`src/rtl/dpmb_pkg.sv`:
```
// ==========================================================
// Shared constants of the debug port mailbox
package dpmb_pkg;
   // Register indices; byte address is four times the index
   localparam logic [7:0] IDX_CTL = 8'h06;
   localparam logic [7:0] IDX_IN0 = 8'h08;
   localparam logic [7:0] IDX_IN1 = 8'h0A;
   localparam logic [7:0] IDX_OUT0 = 8'h0C;
   localparam logic [7:0] IDX_OUT1 = 8'h0E;
   localparam logic [7:0] IDX_IRQ_STAT = 8'h10;
   localparam logic [7:0] IDX_IRQ_CLR = 8'h11;
   localparam logic [7:0] IDX_IRQ_EN = 8'h12;
   // Control register field positions
   localparam int BIT_IN0_NEW = 0;
   localparam int BIT_IN1_NEW = 1;
   localparam int BIT_OUT0_RDY = 2;
   localparam int BIT_OUT1_RDY = 3;
   localparam int BIT_WIDTH_SEL = 4;
   localparam int BIT_IN0_ACOFF = 6;
   localparam int BIT_IN1_ACOFF = 7;
   // Interrupt status layout
   localparam int IRQ_IN0 = 0;
   localparam int IRQ_IN1 = 1;
   localparam int IRQ_OUT0 = 2;
   localparam int IRQ_OUT1 = 3;
   localparam int IRQ_W = 4;
   // Reset values
   localparam logic [15:0] MSG_RST = 16'h0000;
   localparam logic RDY_RST = 1'b1;
   localparam logic NEW_RST = 1'b0;
   localparam logic [IRQ_W-1:0] IRQ_RST = 4'h0;
endpackage

```
`src/rtl/dpmb_flag.sv`:
```
`timescale 1ns/1ps
// ==========================================================
// One sticky flag, set beats clear in the same cycle
module dpmb_flag #(
   parameter logic RST_VAL = 1'b0
) (
   input wire logic clock_i,
   input wire logic nrst_i,
   input wire logic ce_i,
   input wire logic set_i,
   input wire logic clr_i,
   output logic flag_o
);
   logic flag_q;
   logic flag_d;

   // Next value with set priority
   always_comb begin
      flag_d = flag_q;
      if (set_i) begin
         flag_d = 1'b1;
      end else if (clr_i) begin
         flag_d = 1'b0;
      end
   end

   // Flag storage
   always_ff @(posedge clock_i or negedge nrst_i) begin
      if (!nrst_i) begin
         flag_q <= RST_VAL;
      end else if (ce_i) begin
         flag_q <= flag_d;
      end
   end

   assign flag_o = flag_q;
endmodule

```
`src/rtl/dpmb_top.sv`:
```
// The implementer's own choices: register access over Wishbone and the register addresses.
`timescale 1ns/1ps
module dpmb_top (
   input wire logic clock_i,
   input wire logic nrst_i,
   input wire logic ce_i,
   input wire logic wb_cyc_i,
   input wire logic wb_stb_i,
   input wire logic wb_we_i,
   input wire logic [31:0] wb_adr_i,
   input wire logic [3:0] wb_sel_i,
   input wire logic [31:0] wb_dat_i,
   output logic [31:0] wb_dat_o,
   output logic wb_ack_o,
   output logic irq_o,
   input wire logic host_in_wr0_i,
   input wire logic host_in_wr1_i,
   input wire logic [15:0] host_in_data_i,
   input wire logic host_out_rd0_i,
   input wire logic host_out_rd1_i,
   output logic [15:0] host_out_msg0_o,
   output logic [15:0] host_out_msg1_o,
   output logic host_in0_new_o,
   output logic host_in1_new_o,
   output logic host_out0_rdy_o,
   output logic host_out1_rdy_o,
   output logic host_wide_o
);
   // ==========================================================
   // Bus decode
   logic ack_q;
   logic ack_d;
   logic access;
   logic wr;
   logic rd;
   logic [7:0] idx;
   logic [31:0] rdat_q;
   logic [31:0] rdat_d;

   assign access = wb_cyc_i && wb_stb_i && !ack_q;
   assign wr = access && wb_we_i;
   assign rd = access && !wb_we_i;
   assign idx = wb_adr_i[9:2];

   // ==========================================================
   // Register storage
   logic [15:0] in0_q;
   logic [15:0] in0_d;
   logic [15:0] in1_q;
   logic [15:0] in1_d;
   logic [15:0] out0_q;
   logic [15:0] out0_d;
   logic [15:0] out1_q;
   logic [15:0] out1_d;
   logic in0_acoff_q;
   logic in0_acoff_d;
   logic in1_acoff_q;
   logic in1_acoff_d;
   logic wide_q;
   logic wide_d;
   logic [dpmb_pkg::IRQ_W-1:0] irq_en_q;
   logic [dpmb_pkg::IRQ_W-1:0] irq_en_d;
   logic ctl_wr_lo;
   logic host_wr1;
   logic host_rd1;

   assign ctl_wr_lo = wr && idx == dpmb_pkg::IDX_CTL && wb_sel_i[0];
   // Channel 1 is dormant in 16-bit mode
   assign host_wr1 = host_in_wr1_i && wide_q;
   assign host_rd1 = host_out_rd1_i && wide_q;

   // Flag set and clear terms, event order matches status layout
   logic [3:0] fl_set;
   logic [3:0] fl_clr;
   logic [3:0] fl_q;

   always_comb begin
      fl_set[dpmb_pkg::IRQ_IN0] = host_in_wr0_i;
      fl_set[dpmb_pkg::IRQ_IN1] = host_wr1;
      fl_set[dpmb_pkg::IRQ_OUT0] = host_out_rd0_i;
      fl_set[dpmb_pkg::IRQ_OUT1] = host_rd1;
      // Software may also set the incoming flags by write
      if (ctl_wr_lo) begin
         fl_set[dpmb_pkg::IRQ_IN0] = fl_set[dpmb_pkg::IRQ_IN0] ||
            wb_dat_i[dpmb_pkg::BIT_IN0_NEW];
         fl_set[dpmb_pkg::IRQ_IN1] = fl_set[dpmb_pkg::IRQ_IN1] ||
            wb_dat_i[dpmb_pkg::BIT_IN1_NEW];
      end
      // Read clear when auto-clear is on, software clear at any time
      fl_clr[dpmb_pkg::IRQ_IN0] =
         (rd && idx == dpmb_pkg::IDX_IN0 && !in0_acoff_q) ||
         (ctl_wr_lo && !wb_dat_i[dpmb_pkg::BIT_IN0_NEW]);
      fl_clr[dpmb_pkg::IRQ_IN1] =
         (rd && idx == dpmb_pkg::IDX_IN1 && !in1_acoff_q) ||
         (ctl_wr_lo && !wb_dat_i[dpmb_pkg::BIT_IN1_NEW]);
      // High byte or word write marks outgoing word busy
      fl_clr[dpmb_pkg::IRQ_OUT0] =
         wr && idx == dpmb_pkg::IDX_OUT0 && wb_sel_i[1];
      fl_clr[dpmb_pkg::IRQ_OUT1] =
         wr && idx == dpmb_pkg::IDX_OUT1 && wb_sel_i[1];
   end

   // Four mailbox flags; outgoing ready leaves reset set
   genvar g;
   generate
      for (g = 0; g < 4; g++) begin : g_flag
         dpmb_flag #(
            .RST_VAL((g >= 2) ? dpmb_pkg::RDY_RST :
               dpmb_pkg::NEW_RST)
         ) u_flag (
            .clock_i(clock_i),
            .nrst_i(nrst_i),
            .ce_i(ce_i),
            .set_i(fl_set[g]),
            .clr_i(fl_clr[g]),
            .flag_o(fl_q[g])
         );
      end
   endgenerate

   // Next values of message and control storage
   always_comb begin
      in0_d = in0_q;
      in1_d = in1_q;
      out0_d = out0_q;
      out1_d = out1_q;
      in0_acoff_d = in0_acoff_q;
      in1_acoff_d = in1_acoff_q;
      wide_d = wide_q;
      irq_en_d = irq_en_q;
      // Incoming words are loaded only by the host
      if (host_in_wr0_i) begin
         in0_d = host_in_data_i;
      end
      if (host_wr1) begin
         in1_d = host_in_data_i;
      end
      if (wr && idx == dpmb_pkg::IDX_OUT0) begin
         if (wb_sel_i[0]) out0_d[7:0] = wb_dat_i[7:0];
         if (wb_sel_i[1]) out0_d[15:8] = wb_dat_i[15:8];
      end
      if (wr && idx == dpmb_pkg::IDX_OUT1) begin
         if (wb_sel_i[0]) out1_d[7:0] = wb_dat_i[7:0];
         if (wb_sel_i[1]) out1_d[15:8] = wb_dat_i[15:8];
      end
      // Only bits 7, 6 and 4 are stored here; bits 1 and 0 set or clear the incoming flags, the rest is dropped
      if (ctl_wr_lo) begin
         in1_acoff_d = wb_dat_i[dpmb_pkg::BIT_IN1_ACOFF];
         in0_acoff_d = wb_dat_i[dpmb_pkg::BIT_IN0_ACOFF];
         wide_d = wb_dat_i[dpmb_pkg::BIT_WIDTH_SEL];
      end
      if (wr && idx == dpmb_pkg::IDX_IRQ_EN && wb_sel_i[0]) begin
         irq_en_d = wb_dat_i[dpmb_pkg::IRQ_W-1:0];
      end
   end

   // Message and control registers
   always_ff @(posedge clock_i or negedge nrst_i) begin
      if (!nrst_i) begin
         in0_q <= dpmb_pkg::MSG_RST;
         in1_q <= dpmb_pkg::MSG_RST;
         out0_q <= dpmb_pkg::MSG_RST;
         out1_q <= dpmb_pkg::MSG_RST;
         in0_acoff_q <= 1'b0;
         in1_acoff_q <= 1'b0;
         wide_q <= 1'b0;
         irq_en_q <= dpmb_pkg::IRQ_RST;
      end else if (ce_i) begin
         in0_q <= in0_d;
         in1_q <= in1_d;
         out0_q <= out0_d;
         out1_q <= out1_d;
         in0_acoff_q <= in0_acoff_d;
         in1_acoff_q <= in1_acoff_d;
         wide_q <= wide_d;
         irq_en_q <= irq_en_d;
      end
   end

   // ==========================================================
   // Interrupt status, write one to clear, events win
   logic [dpmb_pkg::IRQ_W-1:0] irq_st_q;
   logic [dpmb_pkg::IRQ_W-1:0] irq_st_d;
   logic [dpmb_pkg::IRQ_W-1:0] irq_ev;

   assign irq_ev = {host_rd1, host_out_rd0_i, host_wr1, host_in_wr0_i};

   always_comb begin
      irq_st_d = irq_st_q;
      if (wr && idx == dpmb_pkg::IDX_IRQ_CLR && wb_sel_i[0]) begin
         irq_st_d = irq_st_d & ~wb_dat_i[dpmb_pkg::IRQ_W-1:0];
      end
      irq_st_d = irq_st_d | irq_ev;
   end

   always_ff @(posedge clock_i or negedge nrst_i) begin
      if (!nrst_i) begin
         irq_st_q <= dpmb_pkg::IRQ_RST;
      end else if (ce_i) begin
         irq_st_q <= irq_st_d;
      end
   end

   assign irq_o = |(irq_st_q & irq_en_q);

   // ==========================================================
   // Read mux and acknowledge
   logic [15:0] ctl_val;

   // Reserved bits tie to zero
   assign ctl_val = {8'h00, in1_acoff_q, in0_acoff_q, 1'b0, wide_q,
      fl_q[3], fl_q[2], fl_q[1], fl_q[0]};

   always_comb begin
      ack_d = access;
      rdat_d = 32'h0000_0000;
      if (rd) begin
         unique case (idx)
            dpmb_pkg::IDX_CTL: rdat_d = {16'h0000, ctl_val};
            dpmb_pkg::IDX_IN0: rdat_d = {16'h0000, in0_q};
            dpmb_pkg::IDX_IN1: rdat_d = {16'h0000, in1_q};
            dpmb_pkg::IDX_OUT0: rdat_d = {16'h0000, out0_q};
            dpmb_pkg::IDX_OUT1: rdat_d = {16'h0000, out1_q};
            dpmb_pkg::IDX_IRQ_STAT: rdat_d = {28'h0000000, irq_st_q};
            dpmb_pkg::IDX_IRQ_EN: rdat_d = {28'h0000000, irq_en_q};
            default: rdat_d = 32'h0000_0000;
         endcase
      end
   end

   always_ff @(posedge clock_i or negedge nrst_i) begin
      if (!nrst_i) begin
         ack_q <= 1'b0;
         rdat_q <= 32'h0000_0000;
      end else if (ce_i) begin
         ack_q <= ack_d;
         rdat_q <= rdat_d;
      end
   end

   assign wb_ack_o = ack_q;
   assign wb_dat_o = rdat_q;
   assign host_out_msg0_o = out0_q;
   assign host_out_msg1_o = out1_q;
   assign host_in0_new_o = fl_q[0];
   assign host_in1_new_o = fl_q[1];
   assign host_out0_rdy_o = fl_q[2];
   assign host_out1_rdy_o = fl_q[3];
   assign host_wide_o = wide_q;
endmodule

```
`config.mk`:
```
export PLATFORM = sky130hd
export DESIGN_NAME = dpmb_top
export DESIGN_NICKNAME = d
export VERILOG_FILES = /design/src/rtl/dpmb_pkg.sv /design/src/rtl/dpmb_flag.sv /design/src/rtl/dpmb_top.sv
export SDC_FILE = /design/constraint.sdc
export NUM_CORES = 1
export LEC_CHECK = 0
export ABC_AREA = 1
export BUFFER_PORTS_ARGS = -buffer_cell sky130_fd_sc_hd__buf_4
export CAP_MARGIN = 20
export CORE_UTILIZATION = 31
export CTS_CLUSTER_DIAMETER = 80
export CTS_CLUSTER_SIZE = 14
export DETAILED_ROUTE_END_ITERATION = 12
export HOLD_SLACK_MARGIN = 0.12
export PLACE_DENSITY = 0.51
export SLEW_MARGIN = 10
export SYNTH_ARGS = -nofsm -noshare
export SYNTH_HDL_FRONTEND = slang
export SYNTH_SLANG_ARGS = --single-unit
export TNS_END_PERCENT = 1
```
`constraint.sdc`:
```
create_clock -name clock_i -period 2 [get_ports clock_i]
set_input_delay 0 -clock clock_i [delete_from_list [all_inputs] [get_ports clock_i]]
set_output_delay 0 -clock clock_i [all_outputs]
set_load 0.1 [all_outputs]
```
# Yosys cells after proc, flatten, opt, wreduce, memory -nomap -nowiden
# Cells that the tools add are included.
[op_classes] n_eq_ne=8 mux=12 bitwise=4 reduce_logical=49
[ops] operator="$pmux 16 s7" n=1
[ops] operator="$eq 8x4->1 const B" n=4
[ops] operator="$eq 8x5->1 const B" n=3
[ops] operator="$logic_and 1x1->1" n=22
[ops] operator="$mux 16" n=1
[ops] operator="$reduce_and 2->1" n=8
[ops] operator="$reduce_and 3->1" n=4
[ops] operator="$and 4x4->4" n=2
[ops] operator="$eq 8x3->1 const B" n=1
[ops] operator="$mux 1" n=8
[ops] operator="$reduce_bool 2->1" n=4
[ops] operator="$logic_not 1->1" n=6
[ops] operator="$logic_or 1x1->1" n=4
[ops] operator="$mux 4" n=1
[ops] operator="$not 4->4" n=1
[ops] operator="$or 4x4->4" n=1
[ops] operator="$reduce_or 4->1" n=1
[ops] operator="$mux 2" n=1
[word_totals] reg_bits=112 input_bits=94 out_inout_bits=71 elab_cells=90

# Depth between registers and ports, before layout
# Gate-level depths: netlist of the first run.
[logic_depth] depth_word=9 ltp_mapped=11 ltp_nobuf=11

# By module
# From an unflattened synthesis of the first run, not the netlist that was laid out.
[unflattened] hier_cells=598 area_unflattened_um2=4847.1
[by_module_without_submodules] mod="dpmb_top" n_inst=1 cells_each=578 area_each_um2=4684.5 seq_area_each_um2=2302.2
[by_module_without_submodules] mod="dpmb_flag at g_flag[2].u_flag ..." n_inst=2 cells_each=5 area_each_um2=41.3 seq_area_each_um2=26.3
[by_module_without_submodules] mod="dpmb_flag at g_flag[0].u_flag ..." n_inst=2 cells_each=5 area_each_um2=40.0 seq_area_each_um2=25.0

# Least setup slack after synthesis of the first run
# Ideal clock, no wire load.
[synth_path] kind="reg-to-reg" from="register ack_q (netlist: wb_ack_o)" to="register out0_q[15] (netlist: host_out_msg0_o[15])" setup_ns=0.123 arrival_ns=1.782 required_ns=1.877 setup_slack_ns=0.095 stages_incl_launch_ff=6 n_path_buf=1 synth_period_minus_slack_ns=1.905 path_cell_list="dfrtp_1 nor3_4 nand3_4 buf_6 nand2_1 o21ai_2"
[synth_via] elab_chain_cells=5
[synth_lines] item="from (decl)" line_no="dpmb_top.sv:31" rtl="logic ack_q;"
[synth_lines] item="from (signal assigned)" line_no="dpmb_top.sv:236" rtl="ack_q <= ack_d;"
[synth_lines] item="$logic_not 1->1" line_no="dpmb_top.sv:40" rtl="assign access = wb_cyc_i && wb_stb_i && !ack_q;"
[synth_lines] item="$logic_and 1x1->1" line_no="dpmb_top.sv:40"
[synth_lines] item="$logic_and 1x1->1" line_no="dpmb_top.sv:41" rtl="assign wr = access && wb_we_i;"
[synth_lines] item="$logic_and 1x1->1" line_no="dpmb_top.sv:138" rtl="if (wr && idx == dpmb_pkg::IDX_OUT0) begin"
[synth_lines] item="$reduce_and 3->1 (no line)"
[synth_lines] item="to (signal assigned)" line_no="dpmb_top.sv:162" rtl="out0_q <= dpmb_pkg::MSG_RST;"
[synth_lines] item="to (signal assigned)" line_no="dpmb_top.sv:171" rtl="out0_q <= out0_d;"
[synth_lines] item="to (decl)" line_no="dpmb_top.sv:51" rtl="logic [15:0] out0_q;"
# No other way between the ends.
# A chain may end at the register's enable or synchronous reset.

# Final worst setup path of the first run
[layout_path] from="register ack_q (netlist: wb_ack_o)" to="register out0_q[13] (netlist: host_out_msg0_o[13])"
# Same word-level chain as after synthesis.

==> results.cfg, run 1 <==
[clocking]
path_clk_slew_ns = 0.07
postCtsSetupBuffers = 0
h-tree-depth = 3
inserted_clock_buffers = 9
clockBufferDepth = 2
cts_num_sinks = 96
clk_latency_ns = 0.35
root_buffer = sky130_fd_sc_hd__clkbuf_16
tritoncts = built

[sta]
fmax_ghz = 0.614
clock-skew-final_ns = 0.00465
setup_violations = 0
slew_headroom_pct = 59.6
final.min_clock_period_ns = 1.63
worst_pin_slew_ns = 0.605
period_share_pct = 81.4
unrepaired_setup_endpoints_after_global_routing = no
drv_slew = 0
hold_viol = 0
fin_hold_ws_ns = 0.134
fin_tns_setup_ns = 0

[floorplanning]
ios = 165
floorplan.initialDensity_pct = 32.2
die_height_um = 128
fp-row-count = 45
die_ar_um2 = 16500
placeable_core_area_um2 = 15400
chipWidth_um = 128

[worst_setup_path]
r2r-start = wb_ack_o
criticalPathCategory = register to register
path_cells = nor3_4 > nand3_4 > nand2_1 > o21ai_2
worst_ep_arrival_time_ns = 1.86
critPathLaunchType = register
startpoint = wb_ack_o
cp_max_fo = 17
setup.worst_path.end_class = register
critical-path-slowest-cell = sky130_fd_sc_hd__nor3_4
timing.critical_path.slowest_cell_delay_ns = 0.48
critPathRequiredTime_ns = 2.24

[logic_synthesis]
postSynth.topFlopCell = sky130_fd_sc_hd__dfrtp_1
synth_warnings = 0
async_reset_ff_share_pct = 100
ys_ff_latch = 96
synthTopCellsByCount = sky130_fd_sc_hd__nand2_1, sky130_fd_sc_hd__dfrtp_1, sky130_fd_sc_hd__inv_1
synthesis.instances = 614
synth_area_leaders = sky130_fd_sc_hd__dfrtp_1, sky130_fd_sc_hd__nand2_1, sky130_fd_sc_hd__nand3_1
syn-cell-area_um2 = 4950
seq_area_frac_synth_pct = 48.6
synth_area_leader_cell = sky130_fd_sc_hd__dfrtp_1
post-synth-top-area-fraction_pct = 47.5
synth.most_common_cell = sky130_fd_sc_hd__nand2_1
ys_types = 27
synth_edf_count = 0
post_synth.cell_area_avg_um2 = 8.06

[grt]
track_usage_pct = 18.2
antenna_violations_before_repair = 0
global_route_wire_length_before_repair_um = 22600
grt_max_degree = 97
grt_pass1_vias = 4240
globalRoute.totalOverflow = 0

[cells_and_area]
syn_to_final_growth_pct = 33.3
final_nets = 850
drive_gt1_share_pct = 24.4
num_antenna_cells = 0
final_core_utilization_pct = 42.9
filler_cell_count = 1556

[hold_path]
worst_hold_path_type = primary input to register
worstHoldStart = wb_stb_i

[route]
route.detailed.vias_per_inst = 4.47
drt_first_iter_violations = 246
wirelength_um = 14200
vias = 4343
antenna_violating_nets_post_route = 0
detail_route.drc_violations = 0
detail_route.wl_per_cell_um = 14.6
firstDrtPassIters = 5

[pwr]
largest_voltage_drop_on_the_vdd_net_mv = 0.394
cellLeakagePower_nw = 3.43
cellPowerDensity_nw_per_um2 = 674

[run]
timing.max_cap.violations = 0

[placed_design]
buffer_ports.inserted = 106
hpwlAfterDp_um = 10200
placer_congestion = 0.812

[status]
status = completed
-- cells in the final DEF, fill, tap and decap left out --
cell	count
sky130_fd_sc_hd__buf_12	1
sky130_fd_sc_hd__nand4_1	3
sky130_fd_sc_hd__inv_2	4
sky130_fd_sc_hd__nand2_1	182
sky130_fd_sc_hd__or2_0	2
sky130_fd_sc_hd__clkbuf_1	3
sky130_fd_sc_hd__inv_1	79
sky130_fd_sc_hd__and2_4	1
sky130_fd_sc_hd__clkbuf_8	1
sky130_fd_sc_hd__nor2_4	5
sky130_fd_sc_hd__nor3_4	1
sky130_fd_sc_hd__o21ai_0	54
sky130_fd_sc_hd__nand4_2	2
sky130_fd_sc_hd__clkbuf_16	9
sky130_fd_sc_hd__nor3_1	1
sky130_fd_sc_hd__conb_1	16
sky130_fd_sc_hd__dfstp_2	2
sky130_fd_sc_hd__clkinv_2	1
sky130_fd_sc_hd__nor2_1	22
sky130_fd_sc_hd__buf_4	116
sky130_fd_sc_hd__bufinv_16	2
sky130_fd_sc_hd__o21ai_2	32
sky130_fd_sc_hd__nand3_1	78
sky130_fd_sc_hd__nor2_2	2
sky130_fd_sc_hd__dfrtp_1	94
sky130_fd_sc_hd__dlygate4sd3_1	39
sky130_fd_sc_hd__nand2_2	3
sky130_fd_sc_hd__nand3_4	4
sky130_fd_sc_hd__and3_1	1
sky130_fd_sc_hd__o21ai_1	1
-- stage by stage --
stage	setup WS, ns	cells	cell area, µm²	power, mW
CTS	0.336	972	6600	4.50
global placement	0.379	917	5890	2.55
finish	0.372	972	6600	4.45
floorplan	0.0953	629	5010	2.39
detailed placement	0.353	917	5890	2.56
global route	0.249	972	6600	4.63
-- area by class of cell --
cell class	count	area [µm²]	area share, %
flip-flops and latches	96	2400	36.4
clock buffers	13	250	3.79
clock inverters	3	65.1	0.986
repair buffers	156	1280	19.4
inverters	83	312	4.72
multi-input cells	410	2020	30.6
well taps	211	264	4.00
-- power breakdown --
group          internal, mW  switching, mW
combinational         0.167          0.379
sequential             1.99         0.0319
clock                  1.13          0.743
total                  3.29           1.15
-- per-layer routing --
metal | GRT usage, % | wire length [µm] | up-vias
met5 | 0 | 0 | -
met4 | 4.84 | 120 | 0
met3 | 3.91 | 820 | 9
met2 | 29.0 | 6670 | 113
met1 | 25.1 | 6540 | 2031
li1 | - | - | 2190
-- sequential cells by signal, indices dropped and copies added, names as in the netlist --
register	flops
g_flag.u_flag.flag_o	4
in0_q	16
host_wide_o	1
in1_q	16
wb_dat_o	16
in1_acoff_q	1
irq_en_q	4
host_out_msg0_o	16
wb_ack_o	1
host_out_msg1_o	16
in0_acoff_q	1
irq_st_q	4
-- path summary, 6_finish.rpt --
check                                      end  slack, ns  cells past startpoint
setup / recovery           host_out_msg0_o[13]       0.37                      4
hold / removal                        wb_ack_o       0.13                      5
setup reg to reg           host_out_msg0_o[13]       0.37                      4
hold reg to reg                    wb_dat_o[2]       0.48                      2
max in group asynchronous            in0_q[14]       1.35                      3
min in group asynchronous   host_out_msg1_o[1]       0.25                      3
-- worst max-delay path: cells and delay by family, from the launching register on --
| kind | cells | cell delay [ns] |
|---|---|---|
| AND/OR/NAND/NOR | 3 | 1.01 |
| AO/OA/AOI/OAI | 1 | 0.06 |
| flip-flops | 1 | 0.44 |
-- what timing repair did --
action	in CTS	in global routing
setup endpoints to repair	0	0
hold endpoints to repair	192	0
hold buffers	39	0
gates resized for setup	0	0
-- logic make-up after synthesis --
group,count (synthesis),share of synthesized area (%)
AND/OR/NAND/NOR,307,28.4
AO/OA/AOI/OAI,87,11.2
other,1,0.0758
buffers and inverters,123,11.7
flip-flops,96,48.6
No activity file was read; power rests on OpenSTA's default activity.
==> run 2: changes to the inputs <==
Settings changed: ABC_AREA 1 to 0.
Clock period 2 ns to 1.6 ns, I/O delays scaled along.
==> run 2 against run 1 <==
Net effect:
- the flow now finishes with violations (negative setup slack)
- sequential share of layout area up 0.69 points
- worst setup slack got worse by 0.70 ns
- core utilization grew 3.3 points
- first-iteration DRC count down 41%
- register-to-register slack got worse by 0.70 ns
- critical path depth up 1
- global-route usage shrank 0.36 points
- maximum frequency fell by 15%
- die area shrank 8.6%
- largest cell class unchanged
==> results.cfg, run 2 <==
[status]
status = finished, violations left
violations = negative setup slack

[worst_setup_path]
worst_ep_arrival_time_ns = 2.16
regToRegSetupSlack_ns = -0.33
crit-reg2reg-capture = host_wide_o
startpoint = wb_ack_o
critPathRequiredTime_ns = 1.83
criticalPathCategory = register to register
critical_path.endpoint = host_wide_o
worst_r2r_path_depth = 5
critPathLaunchType = register
r2r-start = wb_ack_o
setup.worst_path.end_class = register
cp_max_fo = 4

[cells_and_area]
syn_to_final_growth_pct = 43.6
final-seq-area_um2 = 2410
drive_gt1_share_pct = 48.0
filler_cell_count = 1360
postLayoutCellArea_um2 = 6490
final_nets = 612
most_common_cell_after_layout_fill_and_taps_aside = sky130_fd_sc_hd__buf_4
num_antenna_cells = 0
final_core_utilization_pct = 46.2
layout_common_cells = sky130_fd_sc_hd__buf_4, sky130_fd_sc_hd__dfrtp_1, sky130_fd_sc_hd__mux2_2, sky130_fd_sc_hd__dlygate4sd3_1, sky130_fd_sc_hd__mux2i_1
multi_input_area_um2 = 2000

[grt]
globalRoute.totalOverflow = 0
global_route_wire_length_before_repair_um = 19700
grt_max_degree = 38
antenna_violations_before_repair = 0
track_usage_pct = 17.9
grt_pass1_vias = 3533

[clocking]
inserted_clock_buffers = 9
path_clk_slew_ns = 0.07
clockBufferDepth = 2
cts_num_sinks = 96
h-tree-depth = 3
clk_latency_ns = 0.35
root_buffer = sky130_fd_sc_hd__clkbuf_16
tritoncts = built

[placed_design]
place_worst_setup_slack_ns = -0.386
hpwlAfterDp_um = 9710
dpl_cell_area_um2 = 5770
buffer_ports.inserted = 106
placer_congestion = 0.818

[logic_synthesis]
synth.most_common_cell = sky130_fd_sc_hd__dfrtp_1
synthesis.instances = 342
synthTopCellsByCount = sky130_fd_sc_hd__dfrtp_1, sky130_fd_sc_hd__mux2_2, sky130_fd_sc_hd__mux2i_1
synth_area_leaders = sky130_fd_sc_hd__dfrtp_1, sky130_fd_sc_hd__mux2_2, sky130_fd_sc_hd__mux2i_1
postSynth.topFlopCell = sky130_fd_sc_hd__dfrtp_1
post-synth-top-area-fraction_pct = 52.1
syn-cell-area_um2 = 4520
synth_area_leader_cell = sky130_fd_sc_hd__dfrtp_1
seq_area_frac_synth_pct = 53.2
ys_ff_latch = 96
synth_warnings = 0
ys_types = 50
post_synth.cell_area_avg_um2 = 13.2
synth_edf_count = 0
async_reset_ff_share_pct = 100

[sta]
fin_hold_ws_ns = 0.126
drv_slew = 0
unrepaired_setup_endpoints_after_global_routing = yes
final_critical_path_setup_slack_ns = -0.326
fin_tns_setup_ns = -9.65
clock-skew-final_ns = 0.00511
setup_violations = 47
period_share_pct = 120
fmax_ghz = 0.519
hold_viol = 0
final.min_clock_period_ns = 1.93

[run]
timing.max_cap.violations = 0

[floorplanning]
floorplan.initialDensity_pct = 32.2
placeable_core_area_um2 = 14000
chipWidth_um = 123
fp-row-count = 43
ios = 165
die_height_um = 123
die_ar_um2 = 15100

[route]
drt_first_iter_violations = 144
vias = 3495
wirelength_um = 13000
firstDrtPassIters = 4
detail_route.wl_per_cell_um = 18.4
detail_route.drc_violations = 0
antenna_violating_nets_post_route = 0
route.detailed.vias_per_inst = 4.97

[hold_path]
worst_hold_path_type = primary input to asynchronous set/reset pin

[pwr]
cellLeakagePower_nw = 3.18
largest_voltage_drop_on_the_vdd_net_mv = 0.402
cellPowerDensity_nw_per_um2 = 845
run 2: cell count changes after synthesis, sizes merged, moves of 26 or more:
| cell | before | now |
|---|---|---|
| nand3 | 82 | 4 |
| mux2i | 0 | 26 |
| mux2 | 0 | 73 |
| inv | 83 | 4 |
| o21ai | 87 | 5 |
| nand2 | 185 | 17 |
run 2: logic make-up after synthesis:
group,Yosys count,share of synthesized area (%)
AOI/OAI and AO/OA,54,9.11
and+or+nand+nor,54,8.06
muxes,101,25.0
other,1,0.0830
buffers and inverters,36,4.54
DFF,96,53.2
run 2: per-stage QoR:
stage | power (mW) | std cells
floorplan | 3.02 | 357
global placement | 3.28 | 648
detailed placement | 3.29 | 648
CTS | 5.55 | 703
global route | 5.68 | 703
finish | 5.48 | 703
run 2: worst min path at each step:
stage | startpoint | endpoint | slack (ns) | cells past startpoint
finish | nrst_i | in0_q[14] | 0.13 | 2
global route | wb_we_i | wb_dat_o[2] | 0.14 | 4
CTS | host_in_wr1_i | g_flag[1].u_flag.flag_o | 0.12 | 4
detailed placement | nrst_i | wb_dat_o[3] | -0.03 | 1
global placement | nrst_i | in1_q[14] | -0.04 | 1
floorplan | nrst_i | g_flag[0].u_flag.flag_o | -0.30 | 0
run 2: per-layer routing:
| layer | up-vias | GRT usage (%) | share of wire [%] |
|---|---|---|---|
| met1 | 1766 | 23.4 | 45 |
| met5 | - | 0 | 0 |
| met2 | 100 | 29.4 | 48 |
| met4 | 0 | 6.71 | 1.7 |
| met3 | 16 | 2.97 | 4.9 |
| li1 | 1613 | - | - |
run 2: layout make-up:
type / instances / share of cell area, %
inverter: 4 / 0.231
clock buffer: 10 / 3.53
tap: 180 / 3.47
sequential: 96 / 37.1
multi-input combinational: 225 / 30.8
clock inverter: 6 / 1.04
timing repair buffer: 182 / 23.8
run 2: repair_timing:
item                                    in CTS  in global routing
buffers inserted                             2                  0
endpoints found under the setup margin      61                 63
endpoints found under the hold margin      176                  0
gates cloned                                 0                  0
hold buffers                                37                  0
pin swaps                                    6                  2
resized for setup                            8                  1
run 2: where the power goes:
group	internal, mW	switching, mW	total [mW]
combinational	0.309	0.467	0.776
sequential	2.50	0.0384	2.54
clock	1.22	0.947	2.17
total	4.03	1.45	5.48
run 2: critical path, cell delays in order (launching register included):
cell,delay (ns)
sky130_fd_sc_hd__dfrtp_4,0.47
sky130_fd_sc_hd__nand4b_1,0.22
sky130_fd_sc_hd__or3_4,0.37
sky130_fd_sc_hd__buf_4,0.16
sky130_fd_sc_hd__nor3_4,0.21
sky130_fd_sc_hd__mux2_2,0.37
==> run 3: changes to the inputs <==
Settings changed: CTS_BUF_LIST set to sky130_fd_sc_hd__clkbuf_8.
==> run 3 against run 2 <==
Net effect:
- the flow still finishes with violations (negative setup slack)
- clock power is 26% lower
- sequential share of layout area up 0.30 points
- clock skew grew 0.0043 ns
- combinational power is 2% higher
- clock-buffer cell count fell by 1
- routed wire length up 0.76%
==> results.cfg, run 3 (synthesis results as in run 2) <==
[status]
status = finished, violations left
violations = negative setup slack

[pwr]
power.share.sequential_pct = 51.4
internal_power_mw = 3.54
swShare_pct = 28.3
switchingPower_mw = 1.40
largest_voltage_drop_on_the_vdd_net_mv = 0.338
power.clock.fraction_pct = 32.6
power.share.combinational_pct = 16.0
cellPowerDensity_nw_per_um2 = 768
cellLeakagePower_nw = 3.16

[worst_setup_path]
worst_path_dominant_cell_family = simple AND/OR/NAND/NOR gates
r2r-start = wb_ack_o
timing.critical_path.slowest_cell_delay_ns = 0.48
critPathBufInv = 1
startpoint = wb_ack_o
criticalPathCategory = register to register
critPathRequiredTime_ns = 1.86
critical_path.endpoint = host_wide_o
cp_max_fo = 4
setup.worst_path.end_class = register
critical_path_depth = 5
regToRegSetupSlack_ns = -0.33
crit-reg2reg-capture = host_wide_o
path_cells = nand4b_1 > or3_4 > buf_4 > nor3_4 > mux2_2
critical-path-slowest-cell = sky130_fd_sc_hd__dfrtp_4
critPathLaunchType = register
worst_r2r_path_depth = 5
worst_ep_arrival_time_ns = 2.19

[sta]
clock-skew-final_ns = 0.00942
period_share_pct = 121
fin_tns_setup_ns = -10.00
drv_slew = 0
final_critical_path_setup_slack_ns = -0.332
setup_violations = 50
unrepaired_setup_endpoints_after_global_routing = yes
final.min_clock_period_ns = 1.93
hold_viol = 0
fmax_ghz = 0.518

[cells_and_area]
final_nets = 616
final_core_utilization_pct = 45.8
layout_common_cells = sky130_fd_sc_hd__buf_4, sky130_fd_sc_hd__dfrtp_1, sky130_fd_sc_hd__mux2_2, sky130_fd_sc_hd__dlygate4sd3_1, sky130_fd_sc_hd__mux2i_1
filler_cell_count = 1374
syn_to_final_growth_pct = 42.5
postLayoutCellArea_um2 = 6430
most_common_cell_after_layout_fill_and_taps_aside = sky130_fd_sc_hd__buf_4
drive_gt1_share_pct = 47.8
num_antenna_cells = 0

[route]
drt_first_iter_violations = 168
wirelength_um = 13100
detail_route.wl_per_cell_um = 18.5
detail_route.drc_violations = 0
vias = 3514
firstDrtPassIters = 6
route.detailed.vias_per_inst = 4.97
antenna_violating_nets_post_route = 0

[clocking]
clk_latency_ns = 0.37
cts_num_sinks = 96
root_buffer = sky130_fd_sc_hd__clkbuf_8
inserted_clock_buffers = 9
path_clk_slew_ns = 0.09
tritoncts = built
h-tree-depth = 3
clockBufferDepth = 2

[placed_design]
buffer_ports.inserted = 106
dpl_cell_area_um2 = 5770
placer_congestion = 0.818
place_worst_setup_slack_ns = -0.386
hpwlAfterDp_um = 9710

[grt]
globalRoute.totalOverflow = 0
track_usage_pct = 18.0
antenna_violations_before_repair = 0
global_route_wire_length_before_repair_um = 19800
grt_pass1_vias = 3567
grt_max_degree = 38

[floorplanning]
floorplan.initialDensity_pct = 32.2
chipWidth_um = 123
ios = 165
die_ar_um2 = 15100
fp-row-count = 43
die_height_um = 123
placeable_core_area_um2 = 14000

[hold_path]
worst_hold_path_type = primary input to register

[run]
timing.max_cap.violations = 0
==> run 3: cell types whose count changed in the layout (fill, tap and decap cells not counted), sizes merged <==
| cell | previous run | this run |
|---|---|---|
| buf | 145 | 146 |
| clkbuf | 10 | 9 |
| dlygate4sd3 | 37 | 40 |
| inv | 6 | 7 |
==> run 3: per-stage QoR <==
| step | total power, mW | hold WS, ns | instances |
|---|---|---|---|
| floorplan | 3.02 | -0.296 | 357 |
| global placement | 3.28 | -0.0381 | 648 |
| detailed placement | 3.29 | -0.0298 | 648 |
| CTS | 5.00 | 0.123 | 706 |
| global route | 5.14 | 0.137 | 707 |
| finish | 4.94 | 0.125 | 707 |
==> run 3: power groups by stage <==
stage               Combinational, mW  Sequential, mW  Clock (mW)
detailed placement              0.708            2.59           0
floorplan                       0.398            2.62           0
CTS                             0.797            2.54        1.67
global placement                0.701            2.58           0
global route                    0.843            2.55        1.75
finish                          0.790            2.54        1.61
==> run 3: what timing repair did <==
action	in CTS	in global routing
pin swaps	6	2
cloned	0	0
hold buffers	40	1
resized for setup	8	1
hold endpoints to repair	176	5
buffers inserted	2	0
setup endpoints to repair	61	63
==> run 3: final cells by class <==
class	instances	area [µm²]	area share, %
inverter	4	15.0	0.233
clock buffer	9	124	1.92
sequential	96	2410	37.4
clock inverter	7	71.3	1.11
multi-input combinational	225	2000	31.0
tap	180	225	3.50
timing repair buffer	186	1600	24.8
==> run 3: worst register-to-register path: stages, from the launching register on <==
cell and delay [ns]:
sky130_fd_sc_hd__dfrtp_4 0.48, sky130_fd_sc_hd__nand4b_1 0.22, sky130_fd_sc_hd__or3_4 0.38, sky130_fd_sc_hd__buf_4 0.16, sky130_fd_sc_hd__nor3_4 0.21, sky130_fd_sc_hd__mux2_2 0.37
==> run 3: worst min path at each step <==
stage,cells after the start,from,to
5_1_grt,4,wb_adr_i[6],wb_dat_o[1]
6_report,4,wb_adr_i[6],wb_dat_o[2]
3_5_place_dp,1,nrst_i,wb_dat_o[3]
3_3_place_gp,1,nrst_i,in1_q[14]
2_1_floorplan,0,nrst_i,g_flag[0].u_flag.flag_o
4_1_cts,5,wb_adr_i[6],g_flag[0].u_flag.flag_o
==> run 3: per-layer routing <==
| metal | track usage [%] | part of all wire, % |
|---|---|---|
| met1 | 23.6 | 45 |
| met2 | 29.2 | 49 |
| met3 | 2.83 | 4.6 |
| met4 | 7.62 | 2.1 |
| met5 | 0 | 0 |
